### config.mk
export PLATFORM = sky130hd
export DESIGN_NAME = crbf_core
export DESIGN_NICKNAME = d
export VERILOG_FILES = /design/src/crbf_pkg.sv /design/src/crbf_stack.sv /design/src/crbf_core.sv
export SDC_FILE = /design/constraint.sdc
export NUM_CORES = 1
export LEC_CHECK = 0
export BUFFER_PORTS_ARGS = -buffer_cell sky130_fd_sc_hd__buf_2
export CAP_MARGIN = 15
export CELL_PAD_IN_SITES_DETAIL_PLACEMENT = 0
export CELL_PAD_IN_SITES_GLOBAL_PLACEMENT = 2
export CORE_MARGIN = 10
export CORE_UTILIZATION = 45
export CTS_BUF_LIST = sky130_fd_sc_hd__clkbuf_4
export CTS_CLUSTER_DIAMETER = 100
export CTS_CLUSTER_SIZE = 8
export DETAILED_ROUTE_END_ITERATION = 16
export PLACE_DENSITY_LB_ADDON = 0.1
export SLEW_MARGIN = 20
export SYNTH_ARGS = -nofsm -noshare
export SYNTH_HDL_FRONTEND = slang
export SYNTH_SLANG_ARGS = --single-unit
### constraint.sdc
create_clock -name clk_sys -period 6.1 [get_ports clk_sys]
set_input_delay 0.61 -clock clk_sys [delete_from_list [all_inputs] [get_ports clk_sys]]
set_output_delay 0.61 -clock clk_sys [all_outputs]
set_load 0.01 [all_outputs]
### src/crbf_pkg.sv
// Package: constants for the program-flow sequencer
package crbf_pkg;
	// -----------------------------------------------------------------
	// Wishbone register map (byte addresses)
	// -----------------------------------------------------------------
	localparam logic [7:0]  ADR_CTRL      = 8'h00; // Run control and halt
	localparam logic [7:0]  ADR_PC        = 8'h04; // Program counter
	localparam logic [7:0]  ADR_TOP       = 8'h08; // Top of parameter stack
	localparam logic [7:0]  ADR_NEXT      = 8'h0C; // Next of parameter stack
	localparam logic [7:0]  ADR_INDEX     = 8'h10; // Index register
	localparam logic [7:0]  ADR_PAGE      = 8'h14; // Code page and saved page
	localparam logic [7:0]  ADR_STATUS    = 8'h18; // Depths and last class
	localparam logic [7:0]  ADR_RSTK_TOP  = 8'h1C; // Return stack entry at top
	// -----------------------------------------------------------------
	// Field positions
	// -----------------------------------------------------------------
	localparam int          CTRL_RUN_BIT  = 0;     // Run enable
	localparam int          OP_CALL_BIT   = 15;    // Clear means call
	localparam int          OP_RET_BIT    = 5;     // Return bit
	localparam int          BLK_HI        = 15;    // Block number top bit
	localparam int          BLK_LO        = 10;    // Block number low bit
	localparam logic [2:0]  OP_BRANCH     = 3'h4;  // Top three bits of branch
	localparam logic [15:0] OP_RPOP       = 16'hBEC7; // Return stack pop word, return bit clear
	// -----------------------------------------------------------------
	// Branch conditions and block selects
	// -----------------------------------------------------------------
	localparam logic [1:0]  CC_ZERO_KEEP  = 2'h0;
	localparam logic [1:0]  CC_ZERO_POP   = 2'h1;
	localparam logic [1:0]  CC_ALWAYS     = 2'h2;
	localparam logic [1:0]  CC_LOOP       = 2'h3;
	localparam logic [1:0]  BS_SAME       = 2'h0;
	localparam logic [1:0]  BS_NEXT       = 2'h1;
	localparam logic [1:0]  BS_ZERO       = 2'h2;
	localparam logic [1:0]  BS_PREV       = 2'h3;
	// -----------------------------------------------------------------
	// Reset values and sizes
	// -----------------------------------------------------------------
	localparam logic [15:0] PC_RST        = 16'h0000;
	localparam int          STK_DEPTH     = 16;    // Stack depth in words
	localparam int          STK_AW        = 4;     // Stack pointer width
	// Sequencer states
	typedef enum logic [1:0] {
		ST_FETCH  = 2'b00,
		ST_SECOND = 2'b01,
		ST_HALT   = 2'b10
	} crbf_state_t;
endpackage

### src/crbf_stack.sv
// Small push/pop stack memory used for return and parameter stacks
`timescale 1ns/1ns
module crbf_stack #(
	parameter int WIDTH = 16,
	parameter int DEPTH = 16,
	parameter int AW    = 4
) (
	input  wire logic             clk_sys,
	input  wire logic             rst,
	input  wire logic             push,
	input  wire logic             pop,
	input  wire logic [WIDTH-1:0] wdata,
	output logic      [WIDTH-1:0] rdata,
	output logic      [AW:0]      depth
);
	// -----------------------------------------------------------------
	// Storage
	// -----------------------------------------------------------------
	logic [WIDTH-1:0] mem [DEPTH];  // Stack words
	logic [AW-1:0]    sp_r;         // Points at the next free slot
	logic [AW:0]      cnt_r;        // Entries held

	// Top entry, combinational
	assign rdata = mem[sp_r - AW'(1)];
	assign depth = cnt_r;

	// Pointer and count; push and pop together replace the top
	always_ff @(posedge clk_sys) begin
		if (rst) begin
			sp_r  <= '0;
			cnt_r <= '0;
		end else if (push && !pop) begin
			sp_r  <= sp_r + AW'(1);
			cnt_r <= cnt_r + (AW+1)'(1);
		end else if (pop && !push) begin
			sp_r  <= sp_r - AW'(1);
			cnt_r <= cnt_r - (AW+1)'(1);
		end
	end

	// Word write
	always_ff @(posedge clk_sys) begin
		if (push && !pop) begin
			mem[sp_r] <= wdata;
		end else if (push && pop) begin
			mem[sp_r - AW'(1)] <= wdata;
		end
	end
endmodule

### src/crbf_core.sv
// Program-flow sequencer: call, return and block-relative branches
`timescale 1ns/1ns

// Summary of operation
// - Sources use values from before the cycle
// - Second cycle uses first-cycle top and next
// - Fetch: next to top, memory to next, swap
// - Bit 15 clear decodes as call
// - Call target is low bits shifted left
// - Call pushes page and index in one cycle
// - Bit 5 in other words performs return
// - Return costs nothing extra when merged
// - No return in call, branch, pop; pop reads index
// - PC bits 15-10 block, 9-0 offset
// - Condition field selects branch test
// - Block field adjusts PC bits 15-10
// - Offset replaces bits 9-1, bit 0 zero
// - Block applied to incremented PC
// - Unconditional branch leaves parameter stack alone
// - Zero test with pop always pops
// - Loop decrements index or pops return stack
module crbf_core (
	input  wire logic        clk_sys,
	input  wire logic        rst,
	// Wishbone slave
	input  wire logic        wb_cyc_i,
	input  wire logic        wb_stb_i,
	input  wire logic        wb_we_i,
	input  wire logic [7:0]  wb_adr_i,
	input  wire logic [3:0]  wb_sel_i,
	input  wire logic [31:0] wb_dat_i,
	output logic      [31:0] wb_dat_o,
	output logic             wb_ack_o,
	// Code memory
	output logic      [15:0] code_addr,
	output logic      [7:0]  code_page,
	input  wire logic [15:0] code_data,
	// Data memory fetch for the two-cycle fetch
	output logic      [15:0] mem_addr,
	input  wire logic [15:0] mem_data
);
	import crbf_pkg::*;
	// -----------------------------------------------------------------
	// State
	// -----------------------------------------------------------------
	crbf_state_t  state_r;          // Sequencer state
	logic [15:0]  pc_r;             // Program counter
	logic [15:0]  top_r;            // Top of parameter stack
	logic [15:0]  next_r;           // Next of parameter stack
	logic [15:0]  index_r;          // Index register
	logic [7:0]   code_page_reg_r;  // Current code page
	logic [7:0]   saved_page_reg_r; // Page saved for return
	logic         run_r;            // Software run enable
	logic [1:0]   last_class_r;     // 0 other,1 call,2 branch,3 return
	logic         wb_ack_r;         // Bus answer
	logic [31:0]  wb_dat_r;         // Bus read data
	logic [15:0]  mem_addr_r;       // Fetch address

	// Stack ports
	logic         rs_push;          // Return stack push
	logic         rs_pop;           // Return stack pop
	logic [23:0]  rs_wdata;         // Saved page and index
	logic [23:0]  rs_rdata;         // Top of return stack
	logic [STK_AW:0] rs_depth;      // Return stack fill
	logic         ps_push;          // Parameter stack push
	logic         ps_pop;           // Parameter stack pop
	logic [15:0]  ps_rdata;         // Parameter stack top
	logic [STK_AW:0] ps_depth;      // Parameter stack fill

	// -----------------------------------------------------------------
	// Decode
	// -----------------------------------------------------------------
	logic [15:0]  ir;               // Instruction word
	logic [15:0]  pc_inc;           // Address of following word
	logic         is_call;          // Call word
	logic         is_branch;        // Branch word
	logic [1:0]   branch_cond_field;  // Branch test
	logic [1:0]   block_select_field; // Block adjust
	logic         is_ret;           // Return taken
	logic         is_rpop;          // Return stack pop word
	logic         is_fetch;         // Two-cycle memory fetch word
	logic [15:0]  br_target;        // Branch address
	logic         executing;        // Word executes now
	logic         wb_req;           // Bus request this cycle

	// Block-relative target from incremented PC
	function automatic logic [15:0] branch_addr(input logic [15:0] pcn,
	                                            input logic [1:0] bsel,
	                                            input logic [8:0] ofs);
		logic [5:0] blk;
		blk = pcn[BLK_HI:BLK_LO];
		case (bsel)
			BS_SAME: blk = blk;
			BS_NEXT: blk = blk + 6'h01;
			BS_ZERO: blk = 6'h00;
			BS_PREV: blk = blk - 6'h01;
			default: blk = blk;
		endcase
		return {blk, ofs, 1'b0};
	endfunction

	assign ir                 = code_data;
	assign executing          = run_r && (state_r == ST_FETCH);
	assign pc_inc             = pc_r + 16'h0002;
	assign is_call            = !ir[OP_CALL_BIT];
	assign is_branch          = (ir[15:13] == OP_BRANCH);
	assign branch_cond_field  = ir[12:11];
	assign block_select_field = ir[10:9];
	assign br_target          = branch_addr(pc_inc, block_select_field, ir[8:0]);
	// Return stack pop matched with its return bit masked
	assign is_rpop            = !is_call && !is_branch &&
	                            ((ir & ~(16'h0001 << OP_RET_BIT)) == OP_RPOP);
	// Return bit gives no return in call, branch and pop words
	assign is_ret             = !is_call && !is_branch && !is_rpop && ir[OP_RET_BIT];
	assign is_fetch           = (ir[15:13] == 3'h7) && !ir[OP_RET_BIT];
	assign wb_req             = wb_cyc_i && wb_stb_i && !wb_ack_r;

	// -----------------------------------------------------------------
	// Stacks
	// -----------------------------------------------------------------
	always_comb begin
		rs_push  = 1'b0;
		rs_pop   = 1'b0;
		rs_wdata = {saved_page_reg_r, index_r};
		ps_push  = 1'b0;
		ps_pop   = 1'b0;
		if (executing) begin
			if (is_call) begin
				rs_push = 1'b1;
			end else if (is_branch) begin
				if (branch_cond_field == CC_ZERO_POP) begin
					ps_pop = 1'b1;
				end
				if (branch_cond_field == CC_LOOP && index_r == 16'h0000) begin
					rs_pop = 1'b1;
				end
			end else if (is_ret) begin
				// Return pops into index and saved page
				rs_pop = 1'b1;
			end else if (is_rpop && !ir[OP_RET_BIT]) begin
				// Return bit set turns the pop word into a no-op
				rs_pop = 1'b1;
			end
		end
	end

	crbf_stack #(.WIDTH(24), .DEPTH(STK_DEPTH), .AW(STK_AW)) u_rstack (
		.clk_sys (clk_sys),
		.rst     (rst),
		.push    (rs_push),
		.pop     (rs_pop),
		.wdata   (rs_wdata),
		.rdata   (rs_rdata),
		.depth   (rs_depth)
	);

	crbf_stack #(.WIDTH(16), .DEPTH(STK_DEPTH), .AW(STK_AW)) u_pstack (
		.clk_sys (clk_sys),
		.rst     (rst),
		.push    (ps_push),
		.pop     (ps_pop),
		.wdata   (next_r),
		.rdata   (ps_rdata),
		.depth   (ps_depth)
	);

	// -----------------------------------------------------------------
	// Sequencer state
	// -----------------------------------------------------------------
	always_ff @(posedge clk_sys) begin
		if (rst) begin
			state_r <= ST_HALT;
		end else begin
			case (state_r)
				ST_HALT:   state_r <= run_r ? ST_FETCH : ST_HALT;
				ST_FETCH:  state_r <= !run_r ? ST_HALT :
				                      (is_fetch && !is_call) ? ST_SECOND : ST_FETCH;
				ST_SECOND: state_r <= ST_FETCH;
				default:   state_r <= ST_HALT;
			endcase
		end
	end

	// -----------------------------------------------------------------
	// Program counter and pages
	// -----------------------------------------------------------------
	// All sources sampled before the edge
	always_ff @(posedge clk_sys) begin
		if (rst) begin
			pc_r             <= PC_RST;
			code_page_reg_r  <= 8'h00;
			saved_page_reg_r <= 8'h00;
		end else if (wb_req && wb_we_i && wb_adr_i == ADR_PC && wb_sel_i[0]) begin
			pc_r <= wb_dat_i[15:0];
		end else if (wb_req && wb_we_i && wb_adr_i == ADR_PAGE && wb_sel_i[0]) begin
			code_page_reg_r <= wb_dat_i[7:0];
		end else if (executing) begin
			if (is_call) begin
				pc_r             <= {ir[14:0], 1'b0};
				saved_page_reg_r <= code_page_reg_r;
			end else if (is_branch) begin
				case (branch_cond_field)
					CC_ALWAYS:    pc_r <= br_target;
					CC_ZERO_KEEP: pc_r <= (top_r == 16'h0000) ? br_target : pc_inc;
					CC_ZERO_POP:  pc_r <= (top_r == 16'h0000) ? br_target : pc_inc;
					CC_LOOP:      pc_r <= (index_r != 16'h0000) ? br_target : pc_inc;
					default:      pc_r <= pc_inc;
				endcase
			end else if (is_ret) begin
				pc_r             <= index_r;
				code_page_reg_r  <= saved_page_reg_r;
				saved_page_reg_r <= rs_rdata[23:16];
			end else if (!is_fetch) begin
				pc_r <= pc_inc;
			end
		end else if (run_r && state_r == ST_SECOND) begin
			pc_r <= pc_inc;
		end
	end

	// -----------------------------------------------------------------
	// Index register
	// -----------------------------------------------------------------
	always_ff @(posedge clk_sys) begin
		if (rst) begin
			index_r <= 16'h0000;
		end else if (wb_req && wb_we_i && wb_adr_i == ADR_INDEX && wb_sel_i[0]) begin
			index_r <= wb_dat_i[15:0];
		end else if (executing) begin
			if (is_call) begin
				index_r <= pc_inc;
			end else if (is_branch && branch_cond_field == CC_LOOP) begin
				index_r <= (index_r != 16'h0000) ? index_r - 16'h0001 : rs_rdata[15:0];
			end else if (is_ret || (is_rpop && !ir[OP_RET_BIT])) begin
				index_r <= rs_rdata[15:0];
			end
		end
	end

	// -----------------------------------------------------------------
	// Top and next
	// -----------------------------------------------------------------
	always_ff @(posedge clk_sys) begin
		// Fetch address follows whatever top holds after this edge
		mem_addr_r <= top_r;
		if (rst) begin
			top_r      <= 16'h0000;
			next_r     <= 16'h0000;
			mem_addr_r <= 16'h0000;
		end else if (wb_req && wb_we_i && wb_adr_i == ADR_TOP && wb_sel_i[0]) begin
			top_r      <= wb_dat_i[15:0];
			mem_addr_r <= wb_dat_i[15:0];
		end else if (wb_req && wb_we_i && wb_adr_i == ADR_NEXT && wb_sel_i[0]) begin
			next_r <= wb_dat_i[15:0];
		end else if (executing && is_branch && branch_cond_field == CC_ZERO_POP) begin
			// Next to top, stack to next
			top_r      <= next_r;
			next_r     <= ps_rdata;
			mem_addr_r <= next_r;
		end else if (executing && is_fetch && !is_call) begin
			top_r      <= next_r;
			next_r     <= mem_data;
			mem_addr_r <= next_r;
		end else if (run_r && state_r == ST_SECOND) begin
			top_r      <= next_r;
			next_r     <= top_r;
			mem_addr_r <= next_r;
		end
	end

	// -----------------------------------------------------------------
	// Bus slave and status
	// -----------------------------------------------------------------
	always_ff @(posedge clk_sys) begin
		if (rst) begin
			run_r        <= 1'b0;
			last_class_r <= 2'h0;
		end else begin
			if (wb_req && wb_we_i && wb_adr_i == ADR_CTRL && wb_sel_i[0]) begin
				run_r <= wb_dat_i[CTRL_RUN_BIT];
			end
			if (executing) begin
				last_class_r <= is_call ? 2'h1 : is_branch ? 2'h2 : is_ret ? 2'h3 : 2'h0;
			end
		end
	end

	// Answer one cycle after request, zero for unmapped
	always_ff @(posedge clk_sys) begin
		if (rst) begin
			wb_ack_r <= 1'b0;
			wb_dat_r <= 32'h00000000;
		end else begin
			wb_ack_r <= wb_req;
			case (wb_adr_i)
				ADR_CTRL:     wb_dat_r <= {31'h0, run_r};
				ADR_PC:       wb_dat_r <= {16'h0, pc_r};
				ADR_TOP:      wb_dat_r <= {16'h0, top_r};
				ADR_NEXT:     wb_dat_r <= {16'h0, next_r};
				ADR_INDEX:    wb_dat_r <= {16'h0, index_r};
				ADR_PAGE:     wb_dat_r <= {16'h0, saved_page_reg_r, code_page_reg_r};
				ADR_STATUS:   wb_dat_r <= {16'h0, 2'h0, last_class_r, ps_depth[3:0],
				                           3'h0, rs_depth};
				ADR_RSTK_TOP: wb_dat_r <= {8'h0, rs_rdata};
				default:      wb_dat_r <= 32'h00000000;
			endcase
		end
	end

	assign wb_ack_o  = wb_ack_r;
	assign wb_dat_o  = wb_dat_r;
	assign code_addr = pc_r;
	assign code_page = code_page_reg_r;
	assign mem_addr  = mem_addr_r;

	// -----------------------------------------------------------------
	// Checks
	// -----------------------------------------------------------------
	a_call_target: assert property (@(posedge clk_sys) disable iff (rst)
		(executing && is_call && !wb_req) |=> pc_r == {$past(ir[14:0]), 1'b0})
		else $error("call target wrong");
	a_call_index: assert property (@(posedge clk_sys) disable iff (rst)
		(executing && is_call && !wb_req) |=> index_r == $past(pc_r) + 16'h0002)
		else $error("call return address wrong");
	a_ret_page: assert property (@(posedge clk_sys) disable iff (rst)
		(executing && is_ret && !wb_req) |=> code_page_reg_r == $past(saved_page_reg_r))
		else $error("return page wrong");
	a_uncond_br: assert property (@(posedge clk_sys) disable iff (rst)
		(executing && is_branch && branch_cond_field == CC_ALWAYS && !wb_req)
		|=> pc_r == $past(br_target) && top_r == $past(top_r))
		else $error("unconditional branch wrong");
	a_pop_branch: assert property (@(posedge clk_sys) disable iff (rst)
		(executing && is_branch && branch_cond_field == CC_ZERO_POP && !wb_req)
		|=> top_r == $past(next_r))
		else $error("pop branch did not pop");
	a_loop_dec: assert property (@(posedge clk_sys) disable iff (rst)
		(executing && is_branch && branch_cond_field == CC_LOOP && index_r != 16'h0000
		 && !wb_req) |=> index_r == $past(index_r) - 16'h0001)
		else $error("loop decrement wrong");
	a_fall_through: assert property (@(posedge clk_sys) disable iff (rst)
		(executing && is_branch && branch_cond_field == CC_ZERO_KEEP && top_r != 16'h0000
		 && !wb_req) |=> pc_r == $past(pc_r) + 16'h0002)
		else $error("untaken branch wrong");
	a_fetch_swap: assert property (@(posedge clk_sys) disable iff (rst)
		(executing && is_fetch && !is_call && !wb_req) ##1 !wb_req
		|=> next_r == $past(next_r, 2))
		else $error("fetch swap wrong");
endmodule

## After elaboration in Yosys (flattened, before gate mapping)

Memory sizes are Yosys's and may differ from the RTL's.
Index checks and enable logic that the tools add are counted.

- $add $sub $neg: 9
- Bitwise operators: 3
- Mux-type cells: 67
- Eq/ne operators: 25
- Reduce and logical (&&, ||, !) cells: 63

Operator list:

| operator | count |
|---|---|
| 16-bit two-way mux | 25 |
| 24-bit one-hot mux with 8 select lines | 1 |
| 8-bit two-way mux | 8 |
| 16-bit one-hot mux with 3 select lines | 1 |
| 1-bit logical AND | 33 |
| 8-bit by 5-bit equality test with 1-bit output (second input constant) | 4 |
| 16-bit zero test | 2 |
| 24-bit two-way mux | 1 |
| 6-bit one-hot mux with 4 select lines | 1 |
| 24-bit OR reduction | 1 |
| 1-bit two-way mux | 19 |
| 16-bit by 2-bit adder with 16-bit output (second input constant) | 1 |
| 8-bit by 4-bit equality test with 1-bit output (second input constant) | 2 |
| 16-bit nonzero test | 1 |
| 16-bit by 1-bit subtractor with 16-bit output (second input constant) | 1 |
| 15-bit equality test (second input constant) | 1 |
| 4-bit two-way mux | 3 |
| 2-bit equality test (second input constant) | 5 |
| 2-bit two-way mux | 5 |
| 5-bit two-way mux | 2 |
| 5-bit AND reduction | 2 |
| 2-bit nonzero test | 5 |
| 5-bit by 1-bit subtractor with 5-bit output (second input constant) | 2 |
| 8-bit by 3-bit equality test with 1-bit output (second input constant) | 1 |
| other kinds (22) | 40 |

- RAM bits: 384
- Memories: 1
- Word-level logic and storage cells: 182
- Flip-flop bits (word level): 132
- Output and inout port bits: 73

Memories:

| memory | words | bits a word | read ports | clocked after memory_dff | write ports | line | RTL |
|---|---|---|---|---|---|---|---|
| u_rstack.mem | 16 | 24 | 1 | 0 | 1 | crbf_stack.sv:19 | `logic [WIDTH-1:0] mem [DEPTH];` |

## Logic depth before layout (Yosys ltp)

Gate-level depths: netlist of the first run.

- Depth in word-level cells: 17
- Depth in mapped cells: 15
- Depth with buffers taken out: 14

## By module

From an unflattened synthesis of the first run, not the netlist that was laid out.

- Cell total of the unflattened synthesis: 2468
- Area total of the unflattened synthesis: 33334.5 sq um

Modules (own cells, without submodules):

| module | cells each | seq. area each (sq um) | instances | area an instance (sq um) |
|---|---|---|---|---|
| crbf_stack (u_rstack) | 909 | 11711.2 | 1 | 15436.1 |
| crbf_stack (u_pstack) | 644 | 7867.5 | 1 | 10617.7 |
| crbf_core | 915 | 2202.1 | 1 | 7280.7 |

## Least setup slack after synthesis of the first run

Ideal clock, no wire load.

- Path type: register to register
- Start: register index_r[0]
- End: memory u_rstack.mem[10][0] (enable)
- Stages on the path, launching flop included: 13
- Slack: 1.865 ns
- Period minus slack after synthesis: 4.235 ns
- Setup time: 0.405 ns
- Path buffers: 1
- Arrival time: 3.830 ns
- Cell sequence: dfxtp_1 -> clkbuf_1 -> inv_1 -> ha_1 -> or4b_4 -> nor2_2 -> and2_1 -> a21oi_1 -> a2111oi_0 -> ha_1 -> nor3b_1 -> a32oi_1 -> nor2_1

- Word-level cells in the longest chain between the ends: 12
- Elaborated cells between the ends (all ways): 17
- Those cells by class: 11 x mux; 6 x reduce/logical

Ends and longest elaborated chain:

| item | line | RTL |
|---|---|---|
| start: declaration | crbf_core.sv:50 | `logic [15:0] index_r;` |
| start signal: assignment | crbf_core.sv:228 | `index_r <= wb_dat_i[15:0];` |
| start signal: assignment | crbf_core.sv:231 | `index_r <= pc_inc;` |
| start signal: assignment | crbf_core.sv:233 | `index_r <= (index_r != 16'h0000) ? index_r - 16'h0001 : rs_rdata[15:0];` |
| 16-bit zero test (*) | crbf_core.sv:134 | `if (branch_cond_field == CC_LOOP && index_r == 16'h0000) begin` |
| 1-bit logical AND (*) | crbf_core.sv:134 |  |
| 1-bit two-way mux (*) | crbf_core.sv:134 |  |
| 1-bit two-way mux (*) | crbf_core.sv:130 | `end else if (is_branch) begin` |
| 1-bit two-way mux (*) | crbf_core.sv:128 | `if (is_call) begin` |
| 1-bit two-way mux (*) | crbf_core.sv:127 | `if (executing) begin` |
| 1-bit logical AND or 1-bit zero test (tied branches) | crbf_stack.sv:45, crbf_stack.sv:43 |  |
| 1-bit two-way mux or 1-bit logical AND (tied branches) | crbf_stack.sv:45, crbf_stack.sv:43 |  |
| 1-bit two-way mux | crbf_stack.sv:43 | `if (push && !pop) begin` |
| 1-bit two-way mux (implied by the code) | crbf_stack.sv:46 | `mem[sp_r - AW'(1)] <= wdata;` |
| 24-bit OR reduction (no line) | - |  |
| 4-bit two-way mux (no line) or 1-bit two-way mux (tied branches) | - |  |
| end: declaration | crbf_stack.sv:19 |  |

Mark *: on every way between the ends. The rest lies on a longest branch, timed or not.

## Worst setup path after layout of the first run

- Start: register index_r[1]
- End: memory u_rstack.mem[14][21] (enable)

The elaborated chain is that of the path after synthesis.

==> results of run 1 <==
-- cell families after synthesis --
group           Yosys count  share of synthesized area [%]
other cells               1                         0.0164
simple gates            457                           9.83
buf+inv                 143                           3.02
mux                     153                           13.3
flops                   507                           61.3
compound gates          307                           9.81
xor+xnor                 41                           1.64
fa+ha+maj                19                           1.11
-- state kept, by name (all words and copies together) (netlist names), 4 cells and up, named ones only --
name and cells:
mem_addr 16, u_rstack.depth 5, u_rstack.sp_r 4, next_r 16, saved_page_reg_r 8, u_pstack.depth 4, code_page 8, wb_dat_o 24
code_addr 16, index_r 16, u_rstack.mem 384
-- repair_timing --
item / 4_1_cts / 5_1_grt
buffers inserted: 0 / 0
endpoints found under the hold margin: 2 / 0
hold buffers: 2 / 0
-- through the flow --
stage	instances	total power [W]	area, um2	setup WS, ns	utilization (%)
after floorplan	1635	0.00380	22800	1.87	-
final	2460	0.00561	24900	1.46	49.6
after global routing	2460	0.00583	24900	1.21	49.6
after global placement	2363	0.00387	24200	1.64	48.2
after detailed placement	2363	0.00387	24200	1.60	48.2
after CTS	2458	0.00568	24900	1.55	49.6
-- layer usage --
layer	part of all wire, %	wire length, um	up-vias
met3	5.6	3920	150
li1	-	-	6639
met5	0	0	-
met2	45	31700	548
met4	5.2	3620	0
met1	44	30700	7673
-- power by group --
group | switching [W] | total [W] | leakage (nW) | internal (W)
Clock | 0.00117 | 0.00182 | 0.409 | 0.000652
Combinational | 0.0000970 | 0.000136 | 3.30 | 0.0000394
Sequential | 0.000000429 | 0.00366 | 4.32 | 0.00366
Total | 0.00127 | 0.00561 | 8.03 | 0.00435
-- cell usage after synthesis (all sizes together), types with 35 or more instances --
library cell and count:
edfxtp 384, nand2 140, mux4 119, o21ai 52, a21oi 48, nand3 47
a211oi 35, dfxtp 123, nor2 148, buf 61, clkbuf 61, a22oi 37
-- area by class of cell --
| cell class | count | area share [%] |
|---|---|---|
| flip-flops and latches | 507 | 56.2 |
| multi-input cells | 985 | 33.1 |
| repair buffers | 180 | 4.18 |
| well taps | 672 | 3.38 |
| clock buffers | 85 | 2.56 |
| inverters | 21 | 0.317 |
| clock inverters | 8 | 0.241 |
| diodes | 2 | 0.0201 |
-- worst min-delay path, cell delays in order --
cell	delay [ns]
buf_2	0.16
nand2_1	0.07
a21oi_1	0.06
-- how the worst max path moves through the flow --
stage / start / cells past startpoint / to
final: index_r[1] / 14 / u_rstack.mem[14][21]
after global routing: index_r[1] / 14 / u_rstack.mem[15][5]
after CTS: index_r[1] / 14 / u_rstack.mem[14][2]
after detailed placement: index_r[1] / 14 / u_rstack.mem[14][23]
after global placement: index_r[1] / 14 / u_rstack.mem[14][21]
after floorplan: index_r[0] / 12 / u_rstack.mem[10][0]
==> flow_summary.ini, run 1 <==
[timing]
finalSetupTns_ns = 0
skew_ns = 0.0697
slew_headroom_pct = 27.1
fmax_ghz = 0.215
hold_violations = 0
period_needed_ns = 4.64
grt_setup_unrepaired = false
finalMaxSlewViolations = 0
tightest_slew_ns = 1.09
period_share_pct = 76.1
finalSetupViolCount = 0
hold_slack_ns = 0.0698

[place]
port_buffers = 126
place_congestion = 0.923
dp_hpwl_mm = 48.6

[global_route]
grt_pass1_vias = 14700
grt_use_total_pct = 23.1
grt_busiest_layer = met2
met3_usage_pct = 3.81
grt_pass1_wl_mm = 103
antenna_found_initial = 2
grt_max_degree = 63
globalRouteMet1Util_pct = 31.7
use_met2_pct = 34.9
grt.overflow.total = 0

[setup_path]
rrSetupSlack_ns = 1.46
arrival_ns = 5.17
crit_path_end_kind = flip-flop
slowest_delay_ns = 0.67
worst_path_max_delay_cell = dfxtp_1
crit_chain = inv_1 > ha_1 > or4b_4 > nor2_2 > and2_1 > a21oi_1 > a2111oi_1 > buf_4 > ha_1 > nand2_1 > nand2_1 > a2bb2oi_1 > nor2_2 > buf_4
r2r-start = index_r[1]
cp-start-kind = flip-flop
worstPathMaxFanout = 23
crit_required_ns = 6.62
r2r_cells = 14
worstReg2RegEnd = u_rstack.mem[14][21]
critical_path_buf_inv_count = 3
critPathKind = flip-flop to flip-flop
crit_family = simple AND/OR/NAND/NOR gates

[hold_path]
hold_path_depth = 3
worstHoldEndpoint = index_r[13]
hp-class = primary input to flip-flop
min_from = wb_dat_i[13]

[floorplan]
row_count = 82
ioPinCount = 154
die_x_um = 245
die_h_um = 245
coreArea_um2 = 50200
dieArea_um2 = 60100
start_util_pct = 45.5

[cells_and_area]
drive_gt1_share_pct = 24.9
final-seq-area_um2 = 14000
area_delta_synth_final_pct = 9.13
nFillCells = 4429
final_cell_mix = edfxtp_1, nand2_1, nor2_1
multi_input_area_um2 = 8240
final_common_cell = edfxtp_1
fin_nets = 1868

[logic_synthesis]
yosys.area.top_type_share_pct = 50.5
netlist_area_um2 = 22800
synth_top_area_cell = edfxtp_1
yosys_warnings = 0
yosysUniqueCellTypes = 93
synth-seq-area-share_pct = 61.3
postSynthAreaPerCell_um2 = 14.0
synthTopCellsByArea = edfxtp_1, mux4_2, dfxtp_1
synth_edf_count = 384
synth_seq_cells = 507
async_reset_ff_share_pct = 0
synth_ff_type = edfxtp_1
synth_cells = 1628

[cts]
path_clk_slew_ns = 0.12
h-tree-depth = 3
clk_latency_ns = 0.86
numCtsBuffers = 73
clock_sinks = 507
cts_tree = built
cts-root-buf = clkbuf_4
cts_resized = 0
clockBufferDepth = 3

[routing]
drt_iter0_drc = 1434
avgViaCountPerCell = 6.10
via_count = 15000
drcViolationCount = 0
routed_wl_mm = 69.9
drtAntennaViolNets = 0
routedWlPerCell_um = 28.4
drt_first_pass_iters = 7

[power_and_ir_drop]
leakage_nw = 8.03
peakVddDrop_uv = 172
p_per_area_nw_per_um2 = 225

[outcome]
run_status = finished clean

[flow_run]
drv_cap = 0
(Power assumes the default switching activity.)
==> inputs of run 2 (changes only) <==
clock period = 4.3 ns   (was 6.1 ns; I/O delays follow)
==> flow_summary.ini, run 2 (synthesis results as in run 1) <==
[outcome]
run_status = finished clean

[global_route]
grt.overflow.total = 0
grt_pass1_wl_mm = 106
antenna_found_initial = 1
grt_max_degree = 77
grt_use_total_pct = 23.7
grt_pass1_vias = 15400

[floorplan]
row_count = 82
ioPinCount = 154
die_h_um = 245
start_util_pct = 45.5
dieArea_um2 = 60100
coreArea_um2 = 50200
die_x_um = 245

[setup_path]
crit_path_end_kind = flip-flop
critical_path_buf_inv_count = 1
worst_path_max_delay_cell = dfxtp_1
cpMostUsedCell = and4_1
r2r-start = code_addr[3]
worstPathMaxFanout = 8
crit_chain = and4_1 > and2_1 > nand4_1 > xor2_1 > inv_1 > ha_1 > and3b_1 > and4_1 > nor4_2 > nor3b_1 > mux2_2 > o31ai_1 > a21oi_1
crit_family = simple AND/OR/NAND/NOR gates
slowest_delay_ns = 0.61
critPathKind = flip-flop to flip-flop
crit_required_ns = 4.98
r2r_cells = 13
arrival_ns = 4.66
rrSetupSlack_ns = 0.32
cp-start-kind = flip-flop
worstReg2RegEnd = code_addr[15]

[timing]
period_needed_ns = 3.98
hold_violations = 0
fmax_ghz = 0.251
skew_ns = 0.0967
tightest_slew_ns = 1.03
period_share_pct = 92.5
finalMaxSlewViolations = 0
grt_setup_unrepaired = false
finalSetupViolCount = 0
hold_slack_ns = 0.0997
slew_headroom_pct = 31.1
finalSetupTns_ns = 0

[cells_and_area]
drive_gt1_share_pct = 26.1
final_cell_area_um2 = 25700
largest_reg_flops = 384
area_delta_synth_final_pct = 12.7
fin_nets = 1942
top_register = u_rstack.mem
final_common_cell = edfxtp_1
final_cell_mix = edfxtp_1, nand2_1, nor2_1

[place]
dp_hpwl_mm = 49.9
port_buffers = 126
place_congestion = 0.919
placed_area_um2 = 24600

[routing]
avgViaCountPerCell = 6.02
routed_wl_mm = 70.8
drt_first_pass_iters = 6
drt_iter0_drc = 1255
routedWlPerCell_um = 27.9
drcViolationCount = 0
drtAntennaViolNets = 0
via_count = 15300

[cts]
cts_tree = built
clock_sinks = 507
numCtsBuffers = 73
clockBufferDepth = 3
path_clk_slew_ns = 0.11
h-tree-depth = 3
postCtsSetupBuffers = 0
cts-root-buf = clkbuf_4
clk_latency_ns = 0.86

[power_and_ir_drop]
p_per_area_nw_per_um2 = 313
leakage_nw = 8.44
peakVddDrop_uv = 193

[flow_run]
drv_cap = 0

[hold_path]
hp-class = primary input to flip-flop
hold_path_depth = 4
worstHoldEndpoint = code_addr[5]
min_from = code_data[4]
-- run 2: cell types whose count changed in the layout (fill, tap and decap cells not counted), moves of 2 or more --
| cell | previous run | this run |
|---|---|---|
| dlygate4sd3_1 | 2 | 38 |
| buf_4 | 52 | 81 |
| buf_12 | 0 | 9 |
| clkbuf_4 | 85 | 90 |
| inv_6 | 2 | 0 |
| nor2_2 | 18 | 16 |
-- run 2: report_power, final --
part | switching, W | internal [W]
clock | 0.00161 | 0.00102
combinational | 0.000143 | 0.0000782
sequential | 0.000000452 | 0.00519
-- run 2: area by class of cell --
class                           count  area (um2)
Fill cell                        4358       24500
Sequential cell                   507       14000
Multi-Input combinational cell    985        8260
Timing Repair Buffer              254        1800
Tap cell                          672         841
Clock buffer                       90         676
Inverter                           21        78.8
Clock inverter                      6        60.1
Antenna cell                        1        2.50
-- run 2: routing by layer --
metal	global-route usage, %	part of all wire [%]	up-vias
met5	0	0	-
met4	13.8	5.6	0
met3	3.45	5.6	130
met2	36.7	46	534
met1	31.5	43	7819
li1	-	-	6795
-- run 2: stage by stage --
step | setup WS, ns | utilization, % | power [W] | cells
global placement | 0.246 | 49.0 | 0.00549 | 2401
finish | 0.321 | 51.2 | 0.00804 | 2536
global route | 0.107 | 51.2 | 0.00837 | 2536
CTS | 0.109 | 51.2 | 0.00815 | 2535
floorplan | 0.0650 | - | 0.00539 | 1635
detailed placement | 0.207 | 49.0 | 0.00549 | 2401
-- run 2: repair_timing --
item / in CTS / in global routing
hold buffers: 38 / 0
hold endpoints to repair: 62 / 0
endpoints found under the setup margin: 0 / 17
resized for setup: 0 / 3
-- run 2: tightest hold or removal path, cell delays in order --
cell and delay (ns):
buf_2 0.11, o21ai_1 0.12, a21o_1 0.12, a31oi_1 0.08
-- run 2: worst max path at each step --
stage / from / to / slack [ns] / cells past startpoint
2_1_floorplan: index_r[0] / u_rstack.mem[8][0] / 0.07 / 12
3_3_place_gp: index_r[0] / u_rstack.mem[12][16] / 0.25 / 14
3_5_place_dp: index_r[0] / u_rstack.mem[12][16] / 0.21 / 14
4_1_cts: index_r[0] / u_rstack.mem[12][21] / 0.11 / 14
5_1_grt: index_r[0] / u_rstack.mem[12][5] / 0.11 / 14
6_report: code_addr[3] / code_addr[15] / 0.32 / 13
